## src/inc/bist_wake_pkg.sv

```systemverilog
/*
 Constants for the self-test, soft reset and wake-up control register group.
 Assumes a 32-bit classic Wishbone slave; each register index is a word.
*/
package bist_wake_pkg;
   localparam int ADDR_W = 10;
   localparam int IDX_W = 8;
   localparam logic [IDX_W-1:0] IDX_SELFTEST = 8'h24;
   localparam logic [IDX_W-1:0] IDX_SOFT_RESET = 8'h26;
   localparam logic [IDX_W-1:0] IDX_WAKE_CTRL = 8'h2A;
   localparam logic [IDX_W-1:0] IDX_CRC_LOW = 8'h30;
   localparam logic [IDX_W-1:0] IDX_CRC_HIGH = 8'h32;
   localparam logic [IDX_W-1:0] IDX_MASK_WORD0 = 8'h34;
   localparam logic [IDX_W-1:0] IDX_INT_STATUS = 8'h3C;
   localparam logic [IDX_W-1:0] IDX_INT_MASK = 8'h3E;
   localparam int TX_DONE_BIT = 12;
   localparam int TX_FAIL_BIT = 11;
   localparam int TX_COUNT_LSB = 8;
   localparam int RX_DONE_BIT = 4;
   localparam int RX_FAIL_BIT = 3;
   localparam int RX_COUNT_LSB = 0;
   localparam int COUNT_W = 3;
   localparam int QM_RESET_BIT = 1;
   localparam int GLOBAL_RESET_BIT = 0;
   localparam int MAGIC_EN_BIT = 7;
   localparam int PATTERNS = 4;
   localparam int INT_TX_DONE = 0;
   localparam int INT_RX_DONE = 1;
   localparam int INT_MAGIC = 2;
   localparam int INT_PATTERN_LSB = 3;
   localparam int INT_W = 7;
   localparam logic [15:0] REG_RESET = 16'h0000;
   localparam logic [INT_W-1:0] INT_RESET = 7'h00;
   localparam logic [15:0] WAKE_CTRL_MASK = 16'h008F;
   localparam logic [15:0] SOFT_RESET_MASK = 16'h0003;
   localparam int BIST_DEPTH = 16;
   localparam int BIST_AW = 4;
   localparam int BIST_DW = 8;
   localparam logic [BIST_DW-1:0] BIST_PATTERN = 8'hA5;
   localparam int MASK_BYTES = 16;
   localparam logic [31:0] CRC_INIT = 32'hFFFFFFFF;
   localparam logic [31:0] CRC_POLY = 32'hEDB88320;
   localparam logic [31:0] CRC_FINAL_XOR = 32'hFFFFFFFF;
   localparam logic [7:0] FRAME_INDEX_MAX = 8'hFF;
   typedef enum logic [1:0] {
      BIST_IDLE = 2'b00,
      BIST_WRITE = 2'b01,
      BIST_READ = 2'b11,
      BIST_DONE = 2'b10
   } bist_state_e;
endpackage

```

## src/logic/bist_reset_wakeup_regs.sv

```systemverilog
/*
 Self-test status, soft reset control and wake-up detection registers,
 with the pattern-0 CRC match, pattern gating and an interrupt.
 Assumes a classic Wishbone master on one 25 MHz clock; the queue manager,
 the pattern matchers for patterns 1-3 and the magic packet matcher sit
 outside and report one-cycle match pulses.
*/
// Local design decision: the Wishbone register port.
// How it works
// - Read-only status shows both buffer self-test results
// - Bit 12 set when transmit test completes
// - Bit 11 set when transmit test fails
// - Bits 10:8 count transmit test failures
// - Bit 4 set when receive test completes
// - Bit 3 set when receive test fails
// - Bits 2:0 count receive test failures
// - Bit 1 holds queue manager reset active
// - Queue reset flushes packets and queue registers
// - Bit 0 holds whole-device reset, registers default
// - Bit 7 gates magic packet detection
// - Wake bits 3:0 enable patterns individually
// - Pattern compares masked-byte Ethernet CRC to expected
// - Pattern 0 expected CRC split low/high halves
// - Mask bit 0 byte one, bit 15 byte sixteen
`timescale 1ns/1ps
module bist_reset_wakeup_regs
   import bist_wake_pkg::*;
(
   input wire logic clk_in,
   input wire logic reset_in,
   input wire logic wb_cyc_in,
   input wire logic wb_stb_in,
   input wire logic wb_we_in,
   input wire logic [ADDR_W-1:0] wb_adr_in,
   input wire logic [3:0] wb_sel_in,
   input wire logic [31:0] wb_dat_in,
   output logic [31:0] wb_dat_out,
   output logic wb_ack_out,
   input wire logic [BIST_DW-1:0] tx_fault_xor_in,
   input wire logic [BIST_DW-1:0] rx_fault_xor_in,
   input wire logic frame_start_in,
   input wire logic frame_byte_valid_in,
   input wire logic [7:0] frame_byte_in,
   input wire logic frame_end_in,
   input wire logic magic_match_in,
   input wire logic [PATTERNS-1:1] pattern_match_in,
   output logic queue_manager_reset_out,
   output logic global_soft_reset_out,
   output logic magic_packet_detect_en_out,
   output logic [PATTERNS-1:0] wake_pattern_en_out,
   output logic [31:0] wake_pattern0_crc_out,
   output logic [15:0] wake_pattern0_mask_word0_out,
   output logic [PATTERNS-1:0] wake_match_out,
   output logic magic_wake_out,
   output logic irq_out
);
   logic ack_q;
   logic [15:0] rdata_d;
   logic [31:0] rdata_q;
   logic [IDX_W-1:0] idx_w;
   logic req_w;
   logic wr_w;
   logic [15:0] lane_w;
   logic [15:0] soft_reset_q;
   logic [15:0] wake_ctrl_q;
   logic [15:0] crc_low_q;
   logic [15:0] crc_high_q;
   logic [15:0] mask_word0_q;
   logic [INT_W-1:0] int_status_q;
   logic [INT_W-1:0] int_mask_q;
   logic [INT_W-1:0] int_event_w;
   logic block_reset_w;
   logic bist_restart_w;
   logic tx_done_w;
   logic tx_failed_w;
   logic [COUNT_W-1:0] tx_count_w;
   logic rx_done_w;
   logic rx_failed_w;
   logic [COUNT_W-1:0] rx_count_w;
   logic tx_done_q;
   logic rx_done_q;
   logic pattern0_match_w;
   logic [PATTERNS-1:0] match_d;
   logic magic_d;

   // Merge a 16-bit write through the two low byte lanes
   function automatic logic [15:0] merge16(
      input logic [15:0] old,
      input logic [31:0] din,
      input logic [3:0] sel,
      input logic [15:0] writable
   );
      logic [15:0] m;
      m = old;
      if (sel[0]) begin
         m[7:0] = din[7:0];
      end
      if (sel[1]) begin
         m[15:8] = din[15:8];
      end
      merge16 = (m & writable) | (old & ~writable);
   endfunction

   function automatic logic hit(input logic [IDX_W-1:0] a, input logic [IDX_W-1:0] b);
      hit = (a == b);
   endfunction

   // Register index sits above the byte offset within the word
   assign idx_w = wb_adr_in[ADDR_W-1:2];
   assign req_w = wb_cyc_in && wb_stb_in && !ack_q;
   assign wr_w = req_w && wb_we_in;
   assign lane_w = {{8{wb_sel_in[1]}}, {8{wb_sel_in[0]}}};

   // Global soft reset holds this group's other registers at default
   // while the bit stays set; the bit itself survives so software can
   // release it
   assign block_reset_w = reset_in || soft_reset_q[GLOBAL_RESET_BIT];
   assign bist_restart_w = soft_reset_q[GLOBAL_RESET_BIT];

   always_ff @(posedge clk_in) begin
      if (reset_in) begin
         ack_q <= 1'b0;
      end else begin
         ack_q <= req_w;
      end
   end

   assign wb_ack_out = ack_q;

   always_ff @(posedge clk_in) begin
      if (reset_in) begin
         soft_reset_q <= REG_RESET;
      end else if (wr_w && hit(idx_w, IDX_SOFT_RESET)) begin
         soft_reset_q <= merge16(soft_reset_q, wb_dat_in, wb_sel_in, SOFT_RESET_MASK);
      end
   end

   always_ff @(posedge clk_in) begin
      if (block_reset_w) begin
         wake_ctrl_q <= REG_RESET;
      end else if (wr_w && hit(idx_w, IDX_WAKE_CTRL)) begin
         wake_ctrl_q <= merge16(wake_ctrl_q, wb_dat_in, wb_sel_in, WAKE_CTRL_MASK);
      end
   end

   always_ff @(posedge clk_in) begin
      if (block_reset_w) begin
         crc_low_q <= REG_RESET;
         crc_high_q <= REG_RESET;
      end else if (wr_w) begin
         if (hit(idx_w, IDX_CRC_LOW)) begin
            crc_low_q <= merge16(crc_low_q, wb_dat_in, wb_sel_in, 16'hFFFF);
         end
         if (hit(idx_w, IDX_CRC_HIGH)) begin
            crc_high_q <= merge16(crc_high_q, wb_dat_in, wb_sel_in, 16'hFFFF);
         end
      end
   end

   always_ff @(posedge clk_in) begin
      if (block_reset_w) begin
         mask_word0_q <= REG_RESET;
      end else if (wr_w && hit(idx_w, IDX_MASK_WORD0)) begin
         mask_word0_q <= merge16(mask_word0_q, wb_dat_in, wb_sel_in, 16'hFFFF);
      end
   end

   always_ff @(posedge clk_in) begin
      if (block_reset_w) begin
         int_mask_q <= INT_RESET;
      end else if (wr_w && hit(idx_w, IDX_INT_MASK)) begin
         int_mask_q <= INT_W'(merge16({9'h000, int_mask_q}, wb_dat_in, wb_sel_in, 16'h007F));
      end
   end

   // Both buffer memories are tested after hardware or global reset
   mem_selftest tx_selftest (
      .clk_in(clk_in),
      .reset_in(reset_in),
      .restart_in(bist_restart_w),
      .fault_xor_in(tx_fault_xor_in),
      .done_out(tx_done_w),
      .failed_out(tx_failed_w),
      .fail_count_out(tx_count_w)
   );

   mem_selftest rx_selftest (
      .clk_in(clk_in),
      .reset_in(reset_in),
      .restart_in(bist_restart_w),
      .fault_xor_in(rx_fault_xor_in),
      .done_out(rx_done_w),
      .failed_out(rx_failed_w),
      .fail_count_out(rx_count_w)
   );

   wake_crc_match pattern0_match (
      .clk_in(clk_in),
      .reset_in(block_reset_w),
      .enable_in(wake_ctrl_q[0]),
      .byte_mask_in(mask_word0_q),
      .expected_crc_in({crc_high_q, crc_low_q}),
      .frame_start_in(frame_start_in),
      .byte_valid_in(frame_byte_valid_in),
      .byte_in(frame_byte_in),
      .frame_end_in(frame_end_in),
      .match_out(pattern0_match_w)
   );

   // Outside matchers only count while their enable bit is set
   always_comb begin
      match_d = {pattern_match_in & wake_ctrl_q[PATTERNS-1:1], pattern0_match_w};
      magic_d = magic_match_in && wake_ctrl_q[MAGIC_EN_BIT];
   end

   always_ff @(posedge clk_in) begin
      if (block_reset_w) begin
         wake_match_out <= '0;
         magic_wake_out <= 1'b0;
      end else begin
         wake_match_out <= match_d;
         magic_wake_out <= magic_d;
      end
   end

   always_ff @(posedge clk_in) begin
      if (reset_in) begin
         tx_done_q <= 1'b0;
         rx_done_q <= 1'b0;
      end else begin
         tx_done_q <= tx_done_w;
         rx_done_q <= rx_done_w;
      end
   end

   always_comb begin
      int_event_w = '0;
      int_event_w[INT_TX_DONE] = tx_done_w && !tx_done_q;
      int_event_w[INT_RX_DONE] = rx_done_w && !rx_done_q;
      int_event_w[INT_MAGIC] = magic_wake_out;
      int_event_w[INT_PATTERN_LSB +: PATTERNS] = wake_match_out;
   end

   // A new event in the clearing cycle keeps its bit set
   always_ff @(posedge clk_in) begin
      if (block_reset_w) begin
         int_status_q <= INT_RESET;
      end else if (wr_w && hit(idx_w, IDX_INT_STATUS)) begin
         int_status_q <= (int_status_q & ~(wb_dat_in[INT_W-1:0] & lane_w[INT_W-1:0])) | int_event_w;
      end else begin
         int_status_q <= int_status_q | int_event_w;
      end
   end

   assign irq_out = |(int_status_q & int_mask_q);

   // Read data is registered with the acknowledge; unmapped reads give zero
   always_comb begin
      rdata_d = 16'h0000;
      case (idx_w)
         IDX_SELFTEST: begin
            rdata_d[TX_DONE_BIT] = tx_done_w;
            rdata_d[TX_FAIL_BIT] = tx_failed_w;
            rdata_d[TX_COUNT_LSB +: COUNT_W] = tx_count_w;
            rdata_d[RX_DONE_BIT] = rx_done_w;
            rdata_d[RX_FAIL_BIT] = rx_failed_w;
            rdata_d[RX_COUNT_LSB +: COUNT_W] = rx_count_w;
         end
         IDX_SOFT_RESET: rdata_d = soft_reset_q;
         IDX_WAKE_CTRL: rdata_d = wake_ctrl_q;
         IDX_CRC_LOW: rdata_d = crc_low_q;
         IDX_CRC_HIGH: rdata_d = crc_high_q;
         IDX_MASK_WORD0: rdata_d = mask_word0_q;
         IDX_INT_STATUS: rdata_d = {9'h000, int_status_q};
         IDX_INT_MASK: rdata_d = {9'h000, int_mask_q};
         default: rdata_d = 16'h0000;
      endcase
   end

   always_ff @(posedge clk_in) begin
      if (reset_in) begin
         rdata_q <= 32'h00000000;
      end else if (req_w && !wb_we_in) begin
         rdata_q <= {16'h0000, rdata_d};
      end
   end

   assign wb_dat_out = rdata_q;

   // Queue manager flush is held for as long as the bit stays set; the
   // queue manager clears its memories and registers on this level
   always_ff @(posedge clk_in) begin
      if (reset_in) begin
         queue_manager_reset_out <= 1'b0;
         global_soft_reset_out <= 1'b0;
      end else begin
         queue_manager_reset_out <= soft_reset_q[QM_RESET_BIT] || soft_reset_q[GLOBAL_RESET_BIT];
         global_soft_reset_out <= soft_reset_q[GLOBAL_RESET_BIT];
      end
   end

   always_ff @(posedge clk_in) begin
      if (reset_in) begin
         magic_packet_detect_en_out <= 1'b0;
         wake_pattern_en_out <= '0;
         wake_pattern0_crc_out <= 32'h00000000;
         wake_pattern0_mask_word0_out <= 16'h0000;
      end else begin
         magic_packet_detect_en_out <= wake_ctrl_q[MAGIC_EN_BIT];
         wake_pattern_en_out <= wake_ctrl_q[PATTERNS-1:0];
         wake_pattern0_crc_out <= {crc_high_q, crc_low_q};
         wake_pattern0_mask_word0_out <= mask_word0_q;
      end
   end
endmodule

```

## src/logic/mem_selftest.sv

```systemverilog
/*
 Write-then-read self-test over a small buffer memory array.
 Assumes restart_in is a level that restarts the test while high.
*/
`timescale 1ns/1ps
module mem_selftest
   import bist_wake_pkg::*;
(
   input wire logic clk_in,
   input wire logic reset_in,
   input wire logic restart_in,
   input wire logic [BIST_DW-1:0] fault_xor_in,
   output logic done_out,
   output logic failed_out,
   output logic [COUNT_W-1:0] fail_count_out
);
   logic [BIST_DW-1:0] mem_q [BIST_DEPTH];
   bist_state_e state_q;
   logic [BIST_AW-1:0] addr_q;
   logic [BIST_DW-1:0] expect_w;

   function automatic logic [COUNT_W-1:0] sat_inc(input logic [COUNT_W-1:0] v);
      sat_inc = (&v) ? v : v + 1'b1;
   endfunction

   assign expect_w = BIST_PATTERN ^ {{(BIST_DW-BIST_AW){1'b0}}, addr_q};

   always_ff @(posedge clk_in) begin
      if (state_q == BIST_WRITE) begin
         mem_q[addr_q] <= expect_w ^ fault_xor_in;
      end
   end

   // Results hold from completion until the next restart
   always_ff @(posedge clk_in) begin
      if (reset_in || restart_in) begin
         state_q <= BIST_IDLE;
         addr_q <= '0;
         done_out <= 1'b0;
         failed_out <= 1'b0;
         fail_count_out <= '0;
      end else begin
         case (state_q)
            BIST_IDLE: state_q <= BIST_WRITE;
            BIST_WRITE: begin
               addr_q <= addr_q + 1'b1;
               if (&addr_q) begin
                  state_q <= BIST_READ;
               end
            end
            BIST_READ: begin
               addr_q <= addr_q + 1'b1;
               if (mem_q[addr_q] != expect_w) begin
                  failed_out <= 1'b1;
                  fail_count_out <= sat_inc(fail_count_out);
               end
               if (&addr_q) begin
                  state_q <= BIST_DONE;
                  done_out <= 1'b1;
               end
            end
            BIST_DONE: state_q <= BIST_DONE;
            default: state_q <= BIST_IDLE;
         endcase
      end
   end
endmodule

```

## src/logic/wake_crc_match.sv

```systemverilog
/*
 Masked Ethernet CRC check of one wake-up pattern over the first mask word.
 Assumes one frame byte per valid pulse, framed by start and end pulses.
*/
`timescale 1ns/1ps
module wake_crc_match
   import bist_wake_pkg::*;
(
   input wire logic clk_in,
   input wire logic reset_in,
   input wire logic enable_in,
   input wire logic [15:0] byte_mask_in,
   input wire logic [31:0] expected_crc_in,
   input wire logic frame_start_in,
   input wire logic byte_valid_in,
   input wire logic [7:0] byte_in,
   input wire logic frame_end_in,
   output logic match_out
);
   logic [31:0] crc_q;
   logic [7:0] index_q;
   logic selected_w;

   function automatic logic [31:0] crc_byte(input logic [31:0] c, input logic [7:0] b);
      logic [31:0] r;
      r = c ^ {24'h000000, b};
      for (int i = 0; i < 8; i++) begin
         r = r[0] ? ((r >> 1) ^ CRC_POLY) : (r >> 1);
      end
      crc_byte = r;
   endfunction

   // Mask bit n picks frame byte n+1; later bytes are outside this word
   assign selected_w = (index_q < 8'(MASK_BYTES)) && byte_mask_in[index_q[3:0]];

   always_ff @(posedge clk_in) begin
      if (reset_in || frame_start_in) begin
         crc_q <= CRC_INIT;
         index_q <= '0;
      end else if (byte_valid_in) begin
         if (selected_w) begin
            crc_q <= crc_byte(crc_q, byte_in);
         end
         if (index_q != FRAME_INDEX_MAX) begin
            index_q <= index_q + 1'b1;
         end
      end
   end

   always_ff @(posedge clk_in) begin
      if (reset_in) begin
         match_out <= 1'b0;
      end else begin
         match_out <= frame_end_in && enable_in && ((crc_q ^ CRC_FINAL_XOR) == expected_crc_in);
      end
   end
endmodule

```

## config.mk

```make
export PLATFORM = sky130hd
export DESIGN_NAME = bist_reset_wakeup_regs
export DESIGN_NICKNAME = d
export VERILOG_FILES = /design/src/inc/bist_wake_pkg.sv /design/src/logic/bist_reset_wakeup_regs.sv /design/src/logic/mem_selftest.sv /design/src/logic/wake_crc_match.sv
export SDC_FILE = /design/constraint.sdc
export NUM_CORES = 1
export LEC_CHECK = 0
export ABC_AREA = 1
export BUFFER_PORTS_ARGS = -buffer_cell sky130_fd_sc_hd__buf_4
export CAP_MARGIN = 20
export CORE_UTILIZATION = 54
export DETAILED_ROUTE_END_ITERATION = 8
export PLACE_DENSITY_LB_ADDON = 0.08
export SLEW_MARGIN = 20
export SYNTH_ARGS = -nofsm -noshare
export SYNTH_HDL_FRONTEND = slang
export SYNTH_HIERARCHICAL = 1
export SYNTH_SLANG_ARGS = --single-unit
```

## constraint.sdc

```tcl
create_clock -name clk_in -period 2 [get_ports clk_in]
set_clock_uncertainty 0.15 [all_clocks]
set_input_delay 0.4 -clock clk_in [delete_from_list [all_inputs] [get_ports clk_in]]
set_output_delay 0.4 -clock clk_in [all_outputs]
set_load 0.01 [all_outputs]
```

Yosys cells after proc, flatten, opt, wreduce, memory -nomap -nowiden
Memories as Yosys holds them, arrays and structs flattened. A register that Yosys moved wholly into a read port is not among the register bits.
Index checks and enable logic that the tools add are counted.
W data, S select, Z words.
{ "word_totals": {"reg_bits": 236, "latchBits": 0, "ram_bits": 256, "rom_bits": 0, "input_bits": 82, "out_inout_bits": 94, "wordCells": 174, "mem_count": 2} }
{ "memory_table": {"columns": ["name", "depth", "width", "rd", "rd_ports_with_merged_regs", "wr", "line_no", "text"], "rows": [
  ["rx_selftest.mem_q", 16, 8, 1, 1, 1, "mem_selftest.sv:17", "logic [BIST_DW-1:0] mem_q [BIST_DEPTH];"],
  ["tx_selftest.mem_q", 16, 8, 1, 1, 1, "mem_selftest.sv:17", null]
]} }
{ "op_classes": {"n_addsub": 5, "mul": 0, "n_div": 0, "order_cmp": 2, "eq_ne": 22, "n_shift": 0, "n_mux": 35, "bitwise_logic": 25, "reduce_logical": 48} }
{ "ops": {"columns": ["op", "n"], "rows": [
  ["$mux W32", 8],
  ["$not A13 Y14", 8],
  ["$eq A8 B6 Y1 const B", 8],
  ["$pmux W5 S8", 1],
  ["$eq A32 B32 Y1", 1],
  ["$not A32 Y32", 1],
  ["$xor A32 B8 Y32", 1],
  ["$pmux W5 S6", 1],
  ["$mux W8", 3],
  ["$reduce_and A3 Y1", 8],
  ["$and A7 B7 Y7", 3],
  ["$pmux W3 S7", 1],
  ["$reduce_and A2 Y1", 9],
  ["$mux W4", 4],
  ["$ne A8 B8 Y1", 2],
  ["$or A2 B16 Y16", 1],
  ["$or A8 B16 Y16", 1],
  ["$pmux W2 S4", 2],
  ["$xor A8 B8 Y8", 2],
  ["$logic_and A1 B1 Y1", 15],
  ["$pmux W3 S5", 1],
  ["$mux W2", 7],
  ["$or A7 B7 Y7", 2],
  ["$reduce_and A5 Y1", 2],
  ["23 further kinds", 45]
]} }

Longest topological paths before layout
{ "logic_depth": {"word_depth": 17, "mapped_depth": 17, "mapped_depth_nobuf": 16} }

Hierarchy
The synthesis kept the hierarchy.
{ "by_module_without_submodules": {"columns": ["module", "instances", "cells_each", "area_per_inst_um2", "seq_area_each_um2"], "rows": [
  ["mem_selftest", 2, 550, 5992.0, 4144.0],
  ["bist_reset_wakeup_regs", 1, 716, 5773.0, 2962.8],
  ["wake_crc_match", 1, 553, 3239.4, 820.8]
]} }

Worst setup path after synthesis
No wires, ideal clock.
{ "synth_path": {"path_type": "input -> register", "start": "in reset_in", "end": "reg pattern0_match.crc_q[19]", "setup_time_ns": 0.117, "t_arrival_ns": 1.779, "t_required_ns": 1.733, "setup_slack_ns": -0.045, "stages": 10, "path_buffers": 4, "path_cell_list": "clkbuf_1 -> nor2_2 -> buf_1 -> inv_2 -> buf_2 -> nor2_1 -> clkbuf_1 -> inv_1 -> a21oi_1 -> nand2_1"} }
{ "synth_via": {"elab_chain_cells": 2} }
{ "synth_rtl": {"columns": ["element", "line_no", "text"], "rows": [
  ["start: declaration", "bist_reset_wakeup_regs.sv:30", "input wire logic reset_in,"],
  ["$logic_or A1 B1 Y1", "bist_reset_wakeup_regs.sv:117", "assign block_reset_w = reset_in || soft_reset_q[GLOBAL_RESET_BIT];"],
  ["net block_reset_w", "bist_reset_wakeup_regs.sv:72", "logic block_reset_w;"],
  ["$logic_or A1 B1 Y1", "wake_crc_match.sv:37", "if (reset_in || frame_start_in) begin"],
  ["end signal: assignment", "wake_crc_match.sv:42", "crc_q <= crc_byte(crc_q, byte_in);"],
  ["end: declaration", "wake_crc_match.sv:20", "logic [31:0] crc_q;"]
]} }
The timed path passes the listed nets, and every way through them passes these cells.
A chain may end at the register's enable or synchronous reset.

Worst setup path after layout
{ "layout_path": {"start": "reg int_mask_q[4]", "end": "out irq_out"} }
{ "layout_via": {"elab_chain_cells": 2} }
{ "layout_rtl": {"columns": ["element", "line_no", "text"], "rows": [
  ["start: declaration", "bist_reset_wakeup_regs.sv:70", "logic [INT_W-1:0] int_mask_q;"],
  ["start signal: assignment", "bist_reset_wakeup_regs.sv:172", "int_mask_q <= INT_W'(merge16({9'h000, int_mask_q}, wb_dat_in, wb_sel_in, 16'h007F));"],
  ["$and A7 B7 Y7", "bist_reset_wakeup_regs.sv:255", "assign irq_out = |(int_status_q & int_mask_q);"],
  ["$reduce_or A7 Y1", "bist_reset_wakeup_regs.sv:255", null],
  ["end: declaration", "bist_reset_wakeup_regs.sv:55", "output logic irq_out"]
]} }
No other way between the ends.

==> impl_metrics.yaml <==
outcome:
  status: "finished with violations"
  violations: "setup timing"
clock_tree:
  insertion_delay_ns: 0.59
  clockBufferDepth: 3
  cts_tree: "yes"
  clock-root-buffer: "clkbuf_16"
  htree_levels: 2
  clock_sinks: 475
  cts_buffers: 47
  clk_pin_slew_ns: 0.07
sta:
  finalSetupViolCount: 9
  slew_headroom_pct: 48.91
  maxSlewViolCount: 0
  hold_viol_final: 0
  worst_slew_pin_slew_ns: 0.7657
  fmax_mhz: 462.3
  rsz0062_at_grt: "true"
  setup_slack_ns: -0.1630
  hold_ws_ns: 0.02868
  fin_crit_sh_pct: 108.1
  fin_crit_ns: 2.163
drt:
  via_per_inst: 5.306
  vias: 16890
  drt-total-wl_um: 56140
  dr.pass1.iters: 6
  drc_errors: 0
  drtIter0Drc: 1595
  routedWlPerCell_um: 17.64
  postRouteAntennaNets: 0
placement:
  io_buffers: 139
  dpl_cell_area_um2: 23160
  place.gp.congestion: 0.9609
  dp_hpwl_um: 38560
  pre_cts_slack_ns: -0.1121
synthesis:
  yosys_warnings: 6
  syn_inst: 2369
  yosysSeqAreaShare_pct: 57.49
  avgSynthCellArea_um2: 8.863
  ys.flop_type: "edfxtp_1"
  synth.ff_latch_count: 475
  syn_area_um2: 21000
  yosys.area.top_type: "edfxtp_1"
  synth-async-reset-ratio_pct: 0
  synthTopCellsByCount: "603 x nand2_1, 287 x inv_1, 256 x edfxtp_1"
  synth.top_cell.area_share_pct: 36.61
  yosysUniqueCellTypes: 44
  synth.most_common_cell: "nand2_1"
  synth_edf_count: 256
  synth_area_leaders: "edfxtp_1 37%, dfxtp_1 21%, nand2_1 11%"
flow_run:
  drv_cap: 0
die:
  die_w_um: 199.2
  num_io_pins: 176
  start_util_pct: 55.35
  dieArea_um2: 39670
  core_um2: 37930
  rows: 71
  die_h_um: 199.2
worst_hold_path:
  hp-class: "in2reg"
setup_path:
  crit_type: "reg2out"
  startpoint_type: "flip-flop"
  cp_data_required_time_ns: 1.45
  critPathMaxFanout: 3
  cp.arrival_ns: 1.61
  end_kind: "primary output"
grt:
  track_usage_pct: 28.30
  grt_overflow: 0
  antenna_found_initial: 0
  grt_pass1_vias: 15680
  grt_max_degree: 60
  grt_pass1_wl_um: 85240
pwr:
  power_per_cell_area_nw_per_um2: 823.4
  leakage_nw: 11.13
  power_mw: 21.05
  ir_drop_mv: 0.6271
final_layout:
  area_growth_pct: 21.75
  postLayoutCoreUtil_pct: 67.39
  num-fill-cells: 3113
  fin_area_um2: 25560
  diodes: 0
  layout-drive-gt1-share_pct: 18.94
  nNetsFinal: 2731
## critical path: stages (launching register included)
cell,delay [ns]
dfxtp_2,0.34
nand2_2,0.06
nand2_2,0.05
a221oi_2,0.17
nand4_1,0.20
buf_4,0.20
## per-stage QoR
| stage | instances | TNS (ns) |
|---|---|---|
| after floorplan | 2384 | 0 |
| after global routing | 3183 | -1.664 |
| after detailed placement | 3057 | -0.9991 |
| after global placement | 3057 | -0.3054 |
| final | 3183 | -0.7158 |
| after CTS | 3172 | -0.1451 |
## area by class of cell
class	instances	area (um2)	share of cell area, %
sequential	475	12090	47.29
timing repair buffer	304	2755	10.78
clock buffer	62	1294	5.061
inverter	303	1165	4.557
tap	511	639.4	2.501
clock inverter	23	172.7	0.6754
multi-input combinational	1505	7448	29.14
## flip-flops by register name, summed over array words and instances (netlist names), 3 cells and up, named ones only
register / count
rx_selftest/addr_q: 4
wake_pattern0_mask_word0_out: 16
pattern0_match/index_q: 8
wake_pattern0_crc_out: 32
wb_dat_out: 16
rx_selftest/fail_count_out: 3
pattern0_match/crc_q: 32
crc_high_q: 16
wake_match_out: 4
tx_selftest/fail_count_out: 3
wake_ctrl_q: 5
int_mask_q: 7
crc_low_q: 16
tx_selftest/addr_q: 4
tx_selftest/mem_q: 128
wake_pattern_en_out: 4
rx_selftest/mem_q: 128
int_status_q: 7
mask_word0_q: 16
## repair_timing
action | 4_1_cts | 5_1_grt
endpoints found under the setup margin | 57 | 38
endpoints found under the hold margin | 67 | 0
gates cloned | 2 | 8
resized for setup | 45 | 71
hold buffers | 19 | 0
pin swaps | 7 | 30
setup buffers | 9 | 4
## path summary, 6_finish.rpt
kind                            startpoint                            end  slack, ns  cells past startpoint
setup / recovery             int_mask_q[4]                        irq_out      -0.16                      5
hold / removal                wb_dat_in[6]                  int_mask_q[6]       0.03                      3
setup reg to reg                 flip-flop  rx_selftest/fail_count_out[1]      -0.09                     13
hold reg to reg   pattern0_match/match_out              wake_match_out[0]       0.26                      2
## kinds of logic after synthesis
logic type / count (synthesis) / synth area share (%)
simple gates: 1141 / 23.42
flops: 475 / 57.49
compound gates: 285 / 7.336
other cells: 1 / 0.01786
fa+ha+maj: 13 / 0.7747
xor+xnor: 50 / 2.151
buf+inv: 404 / 8.808
## cells in the final DEF (no fill, tap or decap), types with 35 or more instances in the layout
master	instances
o21ai_0	108
a21oi_1	108
nand2_1	594
dfxtp_1	209
buf_4	246
nand3_2	35
nor2_1	193
clkbuf_16	54
edfxtp_1	256
nand3_1	203
inv_1	282
## metal layers
layer / vias up / GRT usage [%] / wire, um
met5: - / 0 / 0
met4: 0 / 8.547 / 1461
met3: 109 / 5.688 / 4330
met2: 587 / 43.55 / 25410
met1: 7973 / 40.30 / 24930
li1: 8221 / - / -
## where the power goes
group / total [mW] / switching, mW / leakage (nW) / internal [mW]
sequential: 10.5 / 0.0678 / 4.08 / 10.4
combinational: 2.06 / 1.26 / 6.32 / 0.795
clock: 8.51 / 3.70 / 0.730 / 4.81
total: 21.0 / 5.03 / 11.1 / 16.0
Note: power is estimated with default switching activity, not from simulation.
